File: src/dsx_defs.svh
// Constants for the decrement-skip execution block
`ifndef DSX_DEFS_SVH
`define DSX_DEFS_SVH
`define DSX_OPC_HI       6'h0B
`define DSX_OPC_NZ       6'h13
`define DSX_OPC_MSB      15
`define DSX_OPC_LSB      10
`define DSX_D_BIT        9
`define DSX_A_BIT        8
`define DSX_F_MSB        7
`define DSX_F_LSB        0
`define DSX_ILO_MAX      8'h5F
`define DSX_ACC_SPLIT    8'h60
`define DSX_ACC_BANK_HI  4'hF
`define DSX_ONE          8'h01
`define DSX_ZERO         8'h00
`define DSX_Q1           2'h0
`define DSX_Q3           2'h2
`define DSX_Q4           2'h3
`endif

File: src/dsx_pkg.sv
// Types for the decrement-skip execution block
package dsx_pkg;
    typedef enum logic [1:0] {
        DSX_EXEC  = 2'h0,
        DSX_SKIP1 = 2'h1,
        DSX_SKIP2 = 2'h3
    } dsx_state_t;
    typedef enum logic [1:0] {
        DSX_MODE_ACCESS = 2'h0,
        DSX_MODE_BANKED = 2'h1,
        DSX_MODE_INDEX  = 2'h2
    } dsx_mode_t;
endpackage : dsx_pkg

File: src/dsx_addr_if.sv
// Address request and answer between the core and the address former
interface dsx_addr_if;
    logic [7:0]         file_addr;
    logic               access_bit;
    logic [3:0]         bank_pointer;
    logic               ext_enable;
    logic [7:0]         index_base;
    logic [11:0]        full_addr;
    dsx_pkg::dsx_mode_t mode;
    modport core (output file_addr, access_bit, bank_pointer, ext_enable, index_base,
                  input full_addr, mode);
    modport former (input file_addr, access_bit, bank_pointer, ext_enable, index_base,
                    output full_addr, mode);
endinterface : dsx_addr_if

File: src/dsx_addr_form.sv
// Address former: access bank, banked or indexed literal offset
`include "dsx_defs.svh"
module dsx_addr_form (
    dsx_addr_if.former port_if
);
    logic [11:0] index_sum;
    assign index_sum = {4'h0, port_if.index_base} + {4'h0, port_if.file_addr};
    always_comb begin
        if (port_if.access_bit) begin
            port_if.mode      = dsx_pkg::DSX_MODE_BANKED;
            port_if.full_addr = {port_if.bank_pointer, port_if.file_addr};
        end else if (port_if.ext_enable && port_if.file_addr <= `DSX_ILO_MAX) begin
            port_if.mode      = dsx_pkg::DSX_MODE_INDEX;
            port_if.full_addr = index_sum;
        end else if (port_if.file_addr < `DSX_ACC_SPLIT) begin
            port_if.mode      = dsx_pkg::DSX_MODE_ACCESS;
            port_if.full_addr = {4'h0, port_if.file_addr};
        end else begin
            // Upper access part (60h and above) maps onto the special register bank
            port_if.mode      = dsx_pkg::DSX_MODE_ACCESS;
            port_if.full_addr = {`DSX_ACC_BANK_HI, port_if.file_addr};
        end
    end
endmodule : dsx_addr_form

File: src/dsx_core.sv
// Execution of the decrement-and-skip instructions over four phases
// Behaviour
// - Decrement-skip-on-zero takes one cycle, two when it skips, three when skipping a two-word instruction.
// - Every phase of a skipped cycle is idle, with a second idle cycle for a two-word discarded instruction.
// - The decremented value goes to the accumulator when the destination bit is 0, else back to the file register.
// - Decrement-skip-on-nonzero discards the prefetched instruction when the result is not zero.
// - Access bit 0 selects the access bank; 1 lets the bank pointer choose the general register bank.
// - Access bit 0 with the extended set enabled uses indexed literal offset for file addresses up to 95.
// - Decrement-skip-on-nonzero takes one cycle, two when it skips, three when skipping a two-word instruction.
// - Decrement-skip-on-zero discards the prefetched instruction when the result is zero.
`include "dsx_defs.svh"
module dsx_core (
    input  wire logic        clk_in,
    input  wire logic        rst_n_in,
    input  wire logic [1:0]  phase_in,
    input  wire logic [15:0] instr_in,
    input  wire logic        instr_valid_in,
    input  wire logic        next_two_word_in,
    input  wire logic [3:0]  bank_pointer_in,
    input  wire logic        ext_enable_in,
    input  wire logic [7:0]  index_base_in,
    input  wire logic [7:0]  file_data_in,
    output logic [11:0]      read_addr_out,
    output logic             read_en_out,
    output logic [11:0]      write_addr_out,
    output logic [7:0]       write_data_out,
    output logic             file_we_out,
    output logic             accum_we_out,
    output logic             idle_instruction_out,
    output logic             skip_out,
    output logic             busy_out,
    output logic [1:0]       addr_mode_out
);
    dsx_addr_if addr_bus ();
    dsx_pkg::dsx_state_t state;
    dsx_pkg::dsx_state_t next_state;
    logic                is_zero_op;
    logic                is_nz_op;
    logic                is_op;
    logic                dest_file;
    logic [7:0]          result;
    logic                result_zero;
    logic                take_skip;
    logic                held_op;
    logic                held_dest;
    logic [11:0]         held_addr;
    logic [7:0]          held_result;
    logic                held_zero;

    assign addr_bus.file_addr    = instr_in[`DSX_F_MSB:`DSX_F_LSB];
    assign addr_bus.access_bit   = instr_in[`DSX_A_BIT];
    assign addr_bus.bank_pointer = bank_pointer_in;
    assign addr_bus.ext_enable   = ext_enable_in;
    assign addr_bus.index_base   = index_base_in;

    dsx_addr_form u_addr (
        .port_if (addr_bus)
    );

    assign is_zero_op  = instr_in[`DSX_OPC_MSB:`DSX_OPC_LSB] == `DSX_OPC_HI;
    assign is_nz_op    = instr_in[`DSX_OPC_MSB:`DSX_OPC_LSB] == `DSX_OPC_NZ;
    assign is_op       = instr_valid_in && (is_zero_op || is_nz_op) && state == dsx_pkg::DSX_EXEC;
    assign dest_file   = instr_in[`DSX_D_BIT];
    assign result      = file_data_in - `DSX_ONE;
    // Zero test on the held result: file data is only valid during Q2 and Q3
    assign result_zero = held_result == `DSX_ZERO;
    // Skip sense is opposite for the two opcodes
    assign take_skip   = held_op && ((held_zero && result_zero)
                                   || (!held_zero && !result_zero));

    // Decode latches the operand address in Q1; the file read is presented in Q2
    always_ff @(posedge clk_in or negedge rst_n_in) begin
        if (!rst_n_in) begin
            held_op <= 1'b0;
        end else if (phase_in == `DSX_Q1) begin
            held_op <= is_op;
        end
    end

    // Opcode sense held so a late change of the decode word cannot flip the skip
    always_ff @(posedge clk_in or negedge rst_n_in) begin
        if (!rst_n_in) begin
            held_zero <= 1'b0;
        end else if (phase_in == `DSX_Q1) begin
            held_zero <= is_zero_op;
        end
    end

    always_ff @(posedge clk_in or negedge rst_n_in) begin
        if (!rst_n_in) begin
            held_dest <= 1'b0;
        end else if (phase_in == `DSX_Q1) begin
            held_dest <= dest_file;
        end
    end

    always_ff @(posedge clk_in or negedge rst_n_in) begin
        if (!rst_n_in) begin
            held_addr <= 12'h000;
        end else if (phase_in == `DSX_Q1) begin
            held_addr <= addr_bus.full_addr;
        end
    end

    always_ff @(posedge clk_in or negedge rst_n_in) begin
        if (!rst_n_in) begin
            read_addr_out <= 12'h000;
        end else begin
            read_addr_out <= addr_bus.full_addr;
        end
    end

    always_ff @(posedge clk_in or negedge rst_n_in) begin
        if (!rst_n_in) begin
            read_en_out <= 1'b0;
        end else begin
            read_en_out <= is_op && phase_in == `DSX_Q1;
        end
    end

    always_ff @(posedge clk_in or negedge rst_n_in) begin
        if (!rst_n_in) begin
            addr_mode_out <= 2'h0;
        end else begin
            addr_mode_out <= addr_bus.mode;
        end
    end

    // Result captured at end of Q3 for the Q4 write
    always_ff @(posedge clk_in or negedge rst_n_in) begin
        if (!rst_n_in) begin
            held_result <= 8'h00;
        end else if (held_op && phase_in == `DSX_Q3) begin
            held_result <= result;
        end
    end

    // Address and data follow every clock; only the strobes qualify them
    always_ff @(posedge clk_in or negedge rst_n_in) begin
        if (!rst_n_in) begin
            write_addr_out <= 12'h000;
        end else begin
            write_addr_out <= held_addr;
        end
    end

    always_ff @(posedge clk_in or negedge rst_n_in) begin
        if (!rst_n_in) begin
            write_data_out <= 8'h00;
        end else begin
            write_data_out <= held_result;
        end
    end

    always_ff @(posedge clk_in or negedge rst_n_in) begin
        if (!rst_n_in) begin
            file_we_out <= 1'b0;
        end else begin
            file_we_out <= held_op && phase_in == `DSX_Q4 && held_dest;
        end
    end

    always_ff @(posedge clk_in or negedge rst_n_in) begin
        if (!rst_n_in) begin
            accum_we_out <= 1'b0;
        end else begin
            accum_we_out <= held_op && phase_in == `DSX_Q4 && !held_dest;
        end
    end

    // Skip decision is made at Q4; the idle cycles follow from the next Q1
    always_comb begin
        next_state = state;
        if (phase_in == `DSX_Q4) begin
            unique case (state)
                dsx_pkg::DSX_EXEC: begin
                    if (take_skip) begin
                        next_state = dsx_pkg::DSX_SKIP1;
                    end
                end
                dsx_pkg::DSX_SKIP1: begin
                    next_state = next_two_word_in ? dsx_pkg::DSX_SKIP2 : dsx_pkg::DSX_EXEC;
                end
                dsx_pkg::DSX_SKIP2: begin
                    next_state = dsx_pkg::DSX_EXEC;
                end
                default: begin
                    next_state = dsx_pkg::DSX_EXEC;
                end
            endcase
        end
    end

    always_ff @(posedge clk_in or negedge rst_n_in) begin
        if (!rst_n_in) begin
            state <= dsx_pkg::DSX_EXEC;
        end else begin
            state <= next_state;
        end
    end

    always_ff @(posedge clk_in or negedge rst_n_in) begin
        if (!rst_n_in) begin
            idle_instruction_out <= 1'b0;
        end else begin
            idle_instruction_out <= next_state != dsx_pkg::DSX_EXEC;
        end
    end

    always_ff @(posedge clk_in or negedge rst_n_in) begin
        if (!rst_n_in) begin
            skip_out <= 1'b0;
        end else begin
            skip_out <= phase_in == `DSX_Q4 && state == dsx_pkg::DSX_EXEC && take_skip;
        end
    end

    // Busy spans Q2 and Q3 of the op cycle and Q1 of the cycle after it, as well as the idle cycles behind it
    always_ff @(posedge clk_in or negedge rst_n_in) begin
        if (!rst_n_in) begin
            busy_out <= 1'b0;
        end else begin
            busy_out <= next_state != dsx_pkg::DSX_EXEC || (held_op && phase_in != `DSX_Q4);
        end
    end
endmodule : dsx_core

File: config.mk
export PLATFORM = sky130hd
export DESIGN_NAME = dsx_core
export DESIGN_NICKNAME = d
export VERILOG_FILES = /design/src/dsx_pkg.sv /design/src/dsx_addr_if.sv /design/src/dsx_addr_form.sv /design/src/dsx_core.sv
export VERILOG_INCLUDE_DIRS = /design/src /design/src/src
export SDC_FILE = /design/constraint.sdc
export NUM_CORES = 1
export LEC_CHECK = 0
export ABC_CLOCK_PERIOD_IN_PS = 1700
export BUFFER_PORTS_ARGS = -buffer_cell sky130_fd_sc_hd__buf_2
export CORE_MARGIN = 2
export CORE_UTILIZATION = 45
export DETAILED_ROUTE_END_ITERATION = 7
export GPL_ROUTABILITY_DRIVEN = 1
export GPL_TIMING_DRIVEN = 1
export PLACE_DENSITY = 0.71
export SYNTH_ARGS = -nofsm -noshare
export SYNTH_HDL_FRONTEND = slang
export SYNTH_HIERARCHICAL = 1
export SYNTH_SLANG_ARGS = --single-unit
File: constraint.sdc
create_clock -name clk_in -period 1.7 [get_ports clk_in]
set_input_delay 0.085 -clock clk_in [delete_from_list [all_inputs] [get_ports clk_in]]
set_output_delay 0.085 -clock clk_in [all_outputs]
set_load 0.1 [all_outputs]
==> impl_metrics.yaml, run 1 <==
worst_setup_path:
  path_max_fanout: 3
  crit_arrival_ps: 1750
  crit_path_end_kind: "flip-flop"
  critical_path.startpoint: "instr_in[0]"
  timing.rr.start: "held_result[1]$_DFFE_PN0P_"
  critical_path_class: "in -> reg"
  critPathLaunchType: "primary input"
  required_ps: 1900
logic_synthesis:
  synth_compound_area_frac: 0.109
  synth_area_sq_um: 2700
  synth_top_cell_by_area: "dfrtp_1"
  yosysTopAreaCellShare: 0.602
  synth_top_family_by_area: "simple AND/OR/NAND/NOR gates"
  yosysWarnings: 6
  muxShareOfSynthArea: 0.0597
  netlist_top_cells_area: "dfrtp_1 (60%), mux2_2 (5.4%), ha_1 (4.2%), nand2_1 (3.6%), o21ai_0 (3.3%)"
  ys_ff_latch: 65
  synth_cells: 222
  synth_fp_nets: 275
  synth-simple-area-share: 0.133
  synthDistinctLibCells: 47
  synth-edff-count: 0
  ys_seq_area_frac: 0.602
  synth_xor_area_frac: 0.0259
  synth_fa_ha_area_frac: 0.0491
  synth-main-ff-cell: "dfrtp_1"
  async_reset_ff_frac: 1.00
  syn_area_per_cell_sq_um: 12.2
floorplan:
  rows: 28
  die_area_sq_um: 6640
  die_h_microns: 81.5
  die-width_microns: 81.5
  io_pins: 83
  initial_core_util: 0.462
  core_area_sq_um: 5850
place:
  io_buffers: 82
  hpwl_microns: 4110
  dp_cells: 388
  place.gp.congestion: 0.879
cells_and_area:
  register_area_sq_um: 1630
  diodes: 0
  drive_gt1_frac: 0.397
  n_fill_cell: 499
  syn2layout_area_growth_pct: 32.6
  layout.cells.non_filler: 410
  final_nets: 383
  multi_input_area_sq_um: 1020
cts:
  tritoncts: "built"
  cts_buffers: 9
  h-tree-depth: 3
  cts_sinks: 65
  cts_resized: 0
  clkTransAtPathRegs_ps: 70
  clock-root-buffer: "clkbuf_8"
  insertion_delay_ps: 330
  cts_max_path_buffers: 2
power:
  ir_drop_uv: 696
  leakagePower_nw: 1.80
  p_per_area_nw_per_um2: 1250
global_routing:
  grt_use_met2: 0.285
  antenna_found_initial: 0
  grt_pass1_wl_microns: 8680
  grt_util_met1: 0.226
  busiest_layer: "met2"
  grt_start_max_net_pins: 66
  gr-usage-met3: 0.0330
  overflow: 0
  grt_pass1_vias: 1920
  grt_usage: 0.176
sta:
  worstMarginPinSlew_ps: 549
  whs_ps: 13.1
  hold_violations: 0
  clock.fmax_ghz: 0.645
  rsz0062_at_grt: "no"
  final.setup.tns_ps: 0
  maxSlewViolCount: 0
  finalSetupViolations: 0
  final_period_minus_worst_setup_slack_ps: 1550
  slew_headroom: 0.633
  finClkSkew_ps: 9.89
  fin_crit_sh: 0.913
routing:
  vias_per_cell: 5.00
  drc: 0
  dr.pass1.iters: 4
  vias: 2048
  wl_microns: 5370
  ant_nets: 0
  post_drt_wl_per_cell_microns: 13.1
  drt-initial-drc-count: 90
outcome:
  status: "completed"
job:
  drv_cap: 0
hold_path:
  hold_path_startpoint: "bank_pointer_in[2]"
  min_path_type: "in -> reg"
-- area by class of cell --
class | instances | share of cell area
Clock buffer | 9 | 0.0346
Timing Repair Buffer | 101 | 0.162
Sequential cell | 65 | 0.454
Clock inverter | 7 | 0.0283
Inverter | 9 | 0.00943
Multi-Input combinational cell | 144 | 0.286
Tap cell | 75 | 0.0262
-- power by group --
part / total, mW / internal (mW) / switching, mW
clock: 1.44 / 0.837 / 0.598
sequential: 1.79 / 1.72 / 0.0668
combinational: 1.27 / 0.270 / 1.00
total: 4.49 / 2.83 / 1.67
-- routing by layer --
layer	wire (microns)	vias up
li1	-	1004
met1	2400	987
met2	2670	49
met3	211	8
met4	96	0
met5	0	-
-- cells by family (layout without fill, tap and decap cells) --
group	Yosys count	after routing
AOI/OAI and AO/OA	44	44
xor gates and xnor gates	8	8
adders and majority gates	10	10
buffers and inverters	13	126
DFF	65	65
muxes	14	14
and+or+nand+nor	68	68
-- layout by cell type (no fill, tap or decap), types with 3 or more instances in the layout --
| cell type | n |
|---|---|
| buf_4 | 12 |
| inv_1 | 9 |
| nand2_1 | 26 |
| mux2_2 | 13 |
| nand2b_1 | 4 |
| xnor2_1 | 3 |
| ha_1 | 9 |
| xor2_1 | 5 |
| a21oi_1 | 3 |
| clkbuf_8 | 9 |
| o211ai_1 | 3 |
| o21a_1 | 3 |
| nor2_1 | 8 |
| nor4_1 | 3 |
| buf_2 | 82 |
| dlygate4sd3_1 | 6 |
| o21ai_0 | 18 |
| dfrtp_1 | 65 |
| a211oi_1 | 3 |
| nand3_1 | 4 |
| nor3_1 | 3 |
-- worst paths after layout --
path | cells past startpoint | end | slack [ps]
setup / recovery | 8 | held_addr[6]$_DFFE_PN0P_ | 150
hold / removal | 2 | read_addr_out[10]$_DFF_PN0_ | 10
setup reg to reg | 4 | idle_instruction_out$_DFF_PN0_ | 190
hold reg to reg | 0 | write_addr_out[0]$_DFF_PN0_ | 370
max in group asynchronous | 3 | write_addr_out[4]$_DFF_PN0_ | 1130
min in group asynchronous | 3 | held_addr[1]$_DFFE_PN0P_ | 280
-- cell usage after synthesis (2+ instances only) --
cell	instances
nand2b_1	4
or3_1	2
a21o_1	2
dfrtp_1	65
nor3_1	3
nand4b_1	2
clkbuf_1	2
ha_1	9
nor2_1	8
nor2b_1	2
mux2_2	13
a211oi_1	3
xnor2_1	3
nand2_1	26
o21a_1	3
buf_4	2
nand3b_1	2
nand3_1	4
o31ai_1	2
nor4_1	3
nand4_1	2
o21ai_0	18
a21oi_1	4
o211ai_1	3
xor2_1	5
inv_1	9
-- state kept, by name (all words and copies together) (netlist names) --
| signal | flops |
|---|---|
| accum_we_out | 1 |
| write_data_out | 8 |
| state | 2 |
| held_dest | 1 |
| busy_out | 1 |
| held_zero | 1 |
| held_op | 1 |
| idle_instruction_out | 1 |
| read_en_out | 1 |
| read_addr_out | 12 |
| addr_mode_out | 2 |
| held_result | 8 |
| write_addr_out | 12 |
| skip_out | 1 |
| file_we_out | 1 |
| held_addr | 12 |
-- repair_timing --
item / in CTS / in global routing
hold buffers: 6 / 0
buffers inserted: 0 / 0
hold endpoints to repair: 70 / 0
setup endpoints to repair: 0 / 0
-- critical path, stage by stage --
cell,delay (ps)
buf_2,100
ha_1,220
fa_1,400
a21oi_2,200
o211ai_1,160
mux2_4,230
nand4_2,90
mux2_2,270
-- metrics by stage --
step                      power, mW  setup WS, ps  area [sq um]  utilization
after CTS                      4.55           180          3580        0.612
after detailed placement       3.09          -173          3300        0.564
after global routing           4.69          75.8          3580        0.612
after global placement         3.07          -134          3300        0.564
final                          4.49           149          3580        0.612
after floorplan                2.78          20.2          2710            -
No activity file was read; power rests on OpenSTA's default activity.
==> run 2: changes to the inputs <==
--- a/config.mk
+++ b/config.mk
@@ -6,7 +6,7 @@
 export SDC_FILE = /design/constraint.sdc
 export NUM_CORES = 1
 export LEC_CHECK = 0
-export ABC_CLOCK_PERIOD_IN_PS = 1700
+export ABC_CLOCK_PERIOD_IN_PS = 2000
 export BUFFER_PORTS_ARGS = -buffer_cell sky130_fd_sc_hd__buf_2
 export CORE_MARGIN = 2
 export CORE_UTILIZATION = 45
==> constraint.sdc (replaced) <==
create_clock -name clk_in -period 2 [get_ports clk_in]
set_input_delay 0.1 -clock clk_in [delete_from_list [all_inputs] [get_ports clk_in]]
set_output_delay 0.1 -clock clk_in [all_outputs]
set_load 0.1 [all_outputs]
==> impl_metrics.yaml, run 2 (same netlist as run 1, synthesis figures left out) <==
cts:
  clock-root-buffer: "clkbuf_8"
  h-tree-depth: 3
  cts_sinks: 65
  tritoncts: "built"
  cts_buffers: 9
  cts_resized: 0
  cts_max_path_buffers: 2
  post-cts-setup-buffers: 0
  hold_buffers: 4
  insertion_delay_ps: 330
  clkTransAtPathRegs_ps: 60
floorplan:
  die_area_sq_um: 6640
  rows: 28
  initial_core_util: 0.462
  die_h_microns: 81.5
  core_area_sq_um: 5850
  io_pins: 83
  die-width_microns: 81.5
routing:
  post_drt_wl_per_cell_microns: 13.7
  vias: 1989
  drc: 0
  ant_nets: 0
  wl_microns: 5440
  dr.pass1.iters: 4
  drt-initial-drc-count: 92
  vias_per_cell: 5.01
place:
  place.gp.congestion: 0.860
  pre_cts_ws_ps: 9.91
  hpwl_microns: 4180
  placed_cell_area_sq_um: 3220
  io_buffers: 82
global_routing:
  grt_usage: 0.185
  overflow: 0
  grt_start_max_net_pins: 48
  antenna_found_initial: 0
  grt_pass1_vias: 1923
  grt_pass1_wl_microns: 9030
worst_setup_path:
  path_max_fanout: 8
  crit_path_end_kind: "flip-flop"
  required_ps: 2260
  critPathLaunchType: "primary input"
  crit_arrival_ps: 2060
  critical_path_class: "in -> reg"
cells_and_area:
  reg_top3: "held_addr (12), read_addr_out (12), write_addr_out (12)"
  n_fill_cell: 501
  drive_gt1_frac: 0.373
  final_cell_mix: "buf_2 (82), dfrtp_1 (65), nand2_1 (26), o21ai_0 (18), mux2_2 (13)"
  stdcell_area_sq_um: 3440
  syn2layout_area_growth_pct: 27.3
  final_common_cell: "buf_2"
  diodes: 0
  final_nets: 371
power:
  p_per_area_nw_per_um2: 1040
  ir_drop_uv: 714
  leakagePower_nw: 1.73
  power_mw: 3.57
sta:
  clock.fmax_ghz: 0.556
  final.setup.tns_ps: 0
  worstMarginPinSlew_ps: 537
  final_period_minus_worst_setup_slack_ps: 1800
  fin_ws_ps: 202
  hold_violations: 0
  fin_crit_sh: 0.899
  slew_headroom: 0.641
  finalSetupViolations: 0
  finClkSkew_ps: 8.07
  maxSlewViolCount: 0
  rsz0062_at_grt: "no"
outcome:
  status: "completed"
job:
  drv_cap: 0
hold_path:
  min_path_type: "in -> reg"
run 2: worst max-delay path: stages:
cell and delay [ps]:
dlygate4sd3_1 530, buf_2 150, a211o_4 350, or4_1 410, mux2_4 270, nand4_2 90
mux2_2 140
run 2: cell type report:
type                       instances  area [sq um]  share of cell area
tap                               75          93.8              0.0273
clock buffer                      13           169              0.0491
sequential                        65          1630               0.473
inverter                           9          33.8             0.00982
multi-input combinational        144          1020               0.296
clock inverter                     2          12.5             0.00364
timing repair buffer              89           485               0.141
run 2: power by group:
part | internal [mW] | switching (mW)
Combinational | 0.212 | 0.847
Sequential | 1.46 | 0.0566
Clock | 0.543 | 0.447
Total | 2.22 | 1.35
run 2: stage by stage:
step	hold slack, ps	utilization	std cells
floorplan	-196	-	222
global placement	59.0	0.550	378
detailed placement	65.5	0.550	378
CTS	6.26	0.588	397
global route	14.8	0.588	397
finish	24.6	0.588	397
run 2: final timing paths:
path	slack (ps)	cells after the start	endpoint	startpoint
worst max-delay path	200	7	held_addr[6]$_DFFE_PN0P_	instr_in[8]
worst min-delay path	20	2	read_addr_out[10]$_DFF_PN0_	bank_pointer_in[2]
worst max register to register	480	4	idle_instruction_out$_DFF_PN0_	held_result[1]$_DFFE_PN0P_
worst min register to register	370	0	write_addr_out[6]$_DFF_PN0_	held_addr[6]$_DFFE_PN0P_
max in group asynchronous	1170	3	held_addr[6]$_DFFE_PN0P_	rst_n_in
min in group asynchronous	250	2	write_addr_out[11]$_DFF_PN0_	rst_n_in
run 2: routing by layer:
| layer | up-vias | share of wire | global-route usage |
|---|---|---|---|
| li1 | 979 | - | - |
| met1 | 958 | 0.43 | 0.238 |
| met2 | 45 | 0.51 | 0.297 |
| met3 | 7 | 0.040 | 0.0451 |
| met4 | 0 | 0.017 | 0.0864 |
| met5 | - | 0 | 0 |
==> run 3: changes to the inputs <==
--- a/config.mk
+++ b/config.mk
@@ -13,7 +13,9 @@
 export DETAILED_ROUTE_END_ITERATION = 7
 export GPL_ROUTABILITY_DRIVEN = 1
 export GPL_TIMING_DRIVEN = 1
+export HOLD_SLACK_MARGIN = 0.1
 export PLACE_DENSITY = 0.71
+export REMOVE_ABC_BUFFERS = 1
 export SYNTH_ARGS = -nofsm -noshare
 export SYNTH_HDL_FRONTEND = slang
 export SYNTH_HIERARCHICAL = 1
==> impl_metrics.yaml, run 3 (same netlist as run 1, synthesis figures left out) <==
global_routing:
  grt_pass1_wl_microns: 9740
  antenna_found_initial: 0
  grt_usage: 0.197
  grt_start_max_net_pins: 30
  overflow: 0
  grt_pass1_vias: 2141
floorplan:
  initial_core_util: 0.462
  core_area_sq_um: 5850
  die_area_sq_um: 6640
  io_pins: 83
  die-width_microns: 81.5
  die_h_microns: 81.5
  rows: 28
routing:
  ant_nets: 0
  vias: 2076
  drt-initial-drc-count: 60
  post_drt_wl_per_cell_microns: 14.2
  vias_per_cell: 4.90
  drc: 0
  wl_microns: 6020
  dr.pass1.iters: 4
hold_path:
  hold_path_startpoint: "bank_pointer_in[0]"
  whs_path_depth: 3
  min_path_type: "in -> reg"
  min_to: "read_addr_out[8]$_DFF_PN0_"
cells_and_area:
  layout.cells.non_filler: 424
  n_fill_cell: 463
  fin_util: 0.643
  final_nets: 397
  syn2layout_area_growth_pct: 39.2
  diodes: 0
  reg_top3: "held_addr (12), read_addr_out (12), write_addr_out (12)"
  final_common_cell: "buf_2"
  final_cell_mix: "buf_2 (82), dfrtp_1 (65), dlygate4sd3_1 (27), nand2_1 (26), o21ai_0 (17)"
  drive_gt1_frac: 0.372
sta:
  worstMarginPinSlew_ps: 638
  clock.fmax_ghz: 0.525
  maxSlewViolCount: 0
  hold_violations: 0
  slew_headroom: 0.574
  final_period_minus_worst_setup_slack_ps: 1910
  fin_ws_ps: 93.8
  fin_crit_sh: 0.953
  finalSetupViolations: 0
  finClkSkew_ps: 8.34
  whs_ps: 120
  final.setup.tns_ps: 0
  rsz0062_at_grt: "no"
cts:
  clock-root-buffer: "clkbuf_8"
  insertion_delay_ps: 330
  clkTransAtPathRegs_ps: 70
  cts_sinks: 65
  cts_buffers: 9
  h-tree-depth: 3
  cts_max_path_buffers: 2
  tritoncts: "built"
job:
  drv_cap: 0
worst_setup_path:
  path_max_fanout: 4
  reg2reg_to: "idle_instruction_out$_DFF_PN0_"
  required_ps: 2210
  critical_path_class: "in -> reg"
  crit_arrival_ps: 2120
  rrSetupSlack_ps: 510
  timing.rr.start: "held_result[1]$_DFFE_PN0P_"
  critPathLaunchType: "primary input"
  r2r_cells: 4
  crit_path_end_kind: "flip-flop"
place:
  io_buffers: 82
  pre_cts_ws_ps: 45.2
  hpwl_microns: 4180
  dp_cells: 380
  place.gp.congestion: 0.907
power:
  p_per_area_nw_per_um2: 1030
  leakagePower_nw: 1.86
  ir_drop_uv: 775
outcome:
  status: "completed"
-- run 3: final cells by class --
cell class	count	area [sq um]	share of cell area
Timing Repair Buffer	115	738	0.196
Inverter	9	33.8	0.00898
Clock inverter	5	77.6	0.0206
Multi-Input combinational cell	144	1040	0.276
Sequential cell	65	1630	0.432
Clock buffer	11	151	0.0403
Tap cell	75	93.8	0.0250
-- run 3: worst max path at each step --
| stage | from | cells after the start | to | slack (ps) |
|---|---|---|---|---|
| 2_1_floorplan | instr_in[0] | 7 | held_addr[6]$_DFFE_PN0P_ | 280 |
| 3_3_place_gp | instr_in[0] | 8 | held_addr[8]$_DFFE_PN0P_ | 70 |
| 3_5_place_dp | instr_in[0] | 8 | held_addr[8]$_DFFE_PN0P_ | 50 |
| 4_1_cts | instr_in[1] | 8 | held_addr[8]$_DFFE_PN0P_ | 10 |
| 5_1_grt | instr_in[2] | 8 | held_addr[5]$_DFFE_PN0P_ | 3 |
| 6_report | instr_in[6] | 8 | held_addr[7]$_DFFE_PN0P_ | 90 |
-- run 3: what timing repair did --
action | CTS | global route
buffers inserted | 0 | 1
resized for setup | 0 | 6
hold buffers | 27 | 0
setup endpoints to repair | 0 | 5
hold endpoints to repair | 46 | 0
-- run 3: power breakdown --
group | internal (mW) | switching (mW)
Sequential | 1.46 | 0.0587
Combinational | 0.248 | 0.859
Clock | 0.765 | 0.478
-- run 3: worst max-delay path, cell delays in order --
cell and delay, ps:
dlygate4sd3_1 530, buf_2 150, ha_1 210, or3_4 350, or2_2 300, o2111ai_1 80, o211ai_1 130, mux2_2 280
-- run 3: layer usage --
layer  wire [microns]  GRT usage  up-vias
met4              146     0.0983        0
met1             2480      0.228      990
li1                 -          -     1027
met3              269     0.0582       14
met2             3120      0.333       45
met5                0          0        -
-- run 3: metrics by stage --
stage                     total power, mW  area (sq um)
after global routing                 4.04          3760
after detailed placement             2.61          3230
after CTS                            3.89          3730
final                                3.87          3760
after global placement               2.59          3230
after floorplan                      2.36          2680
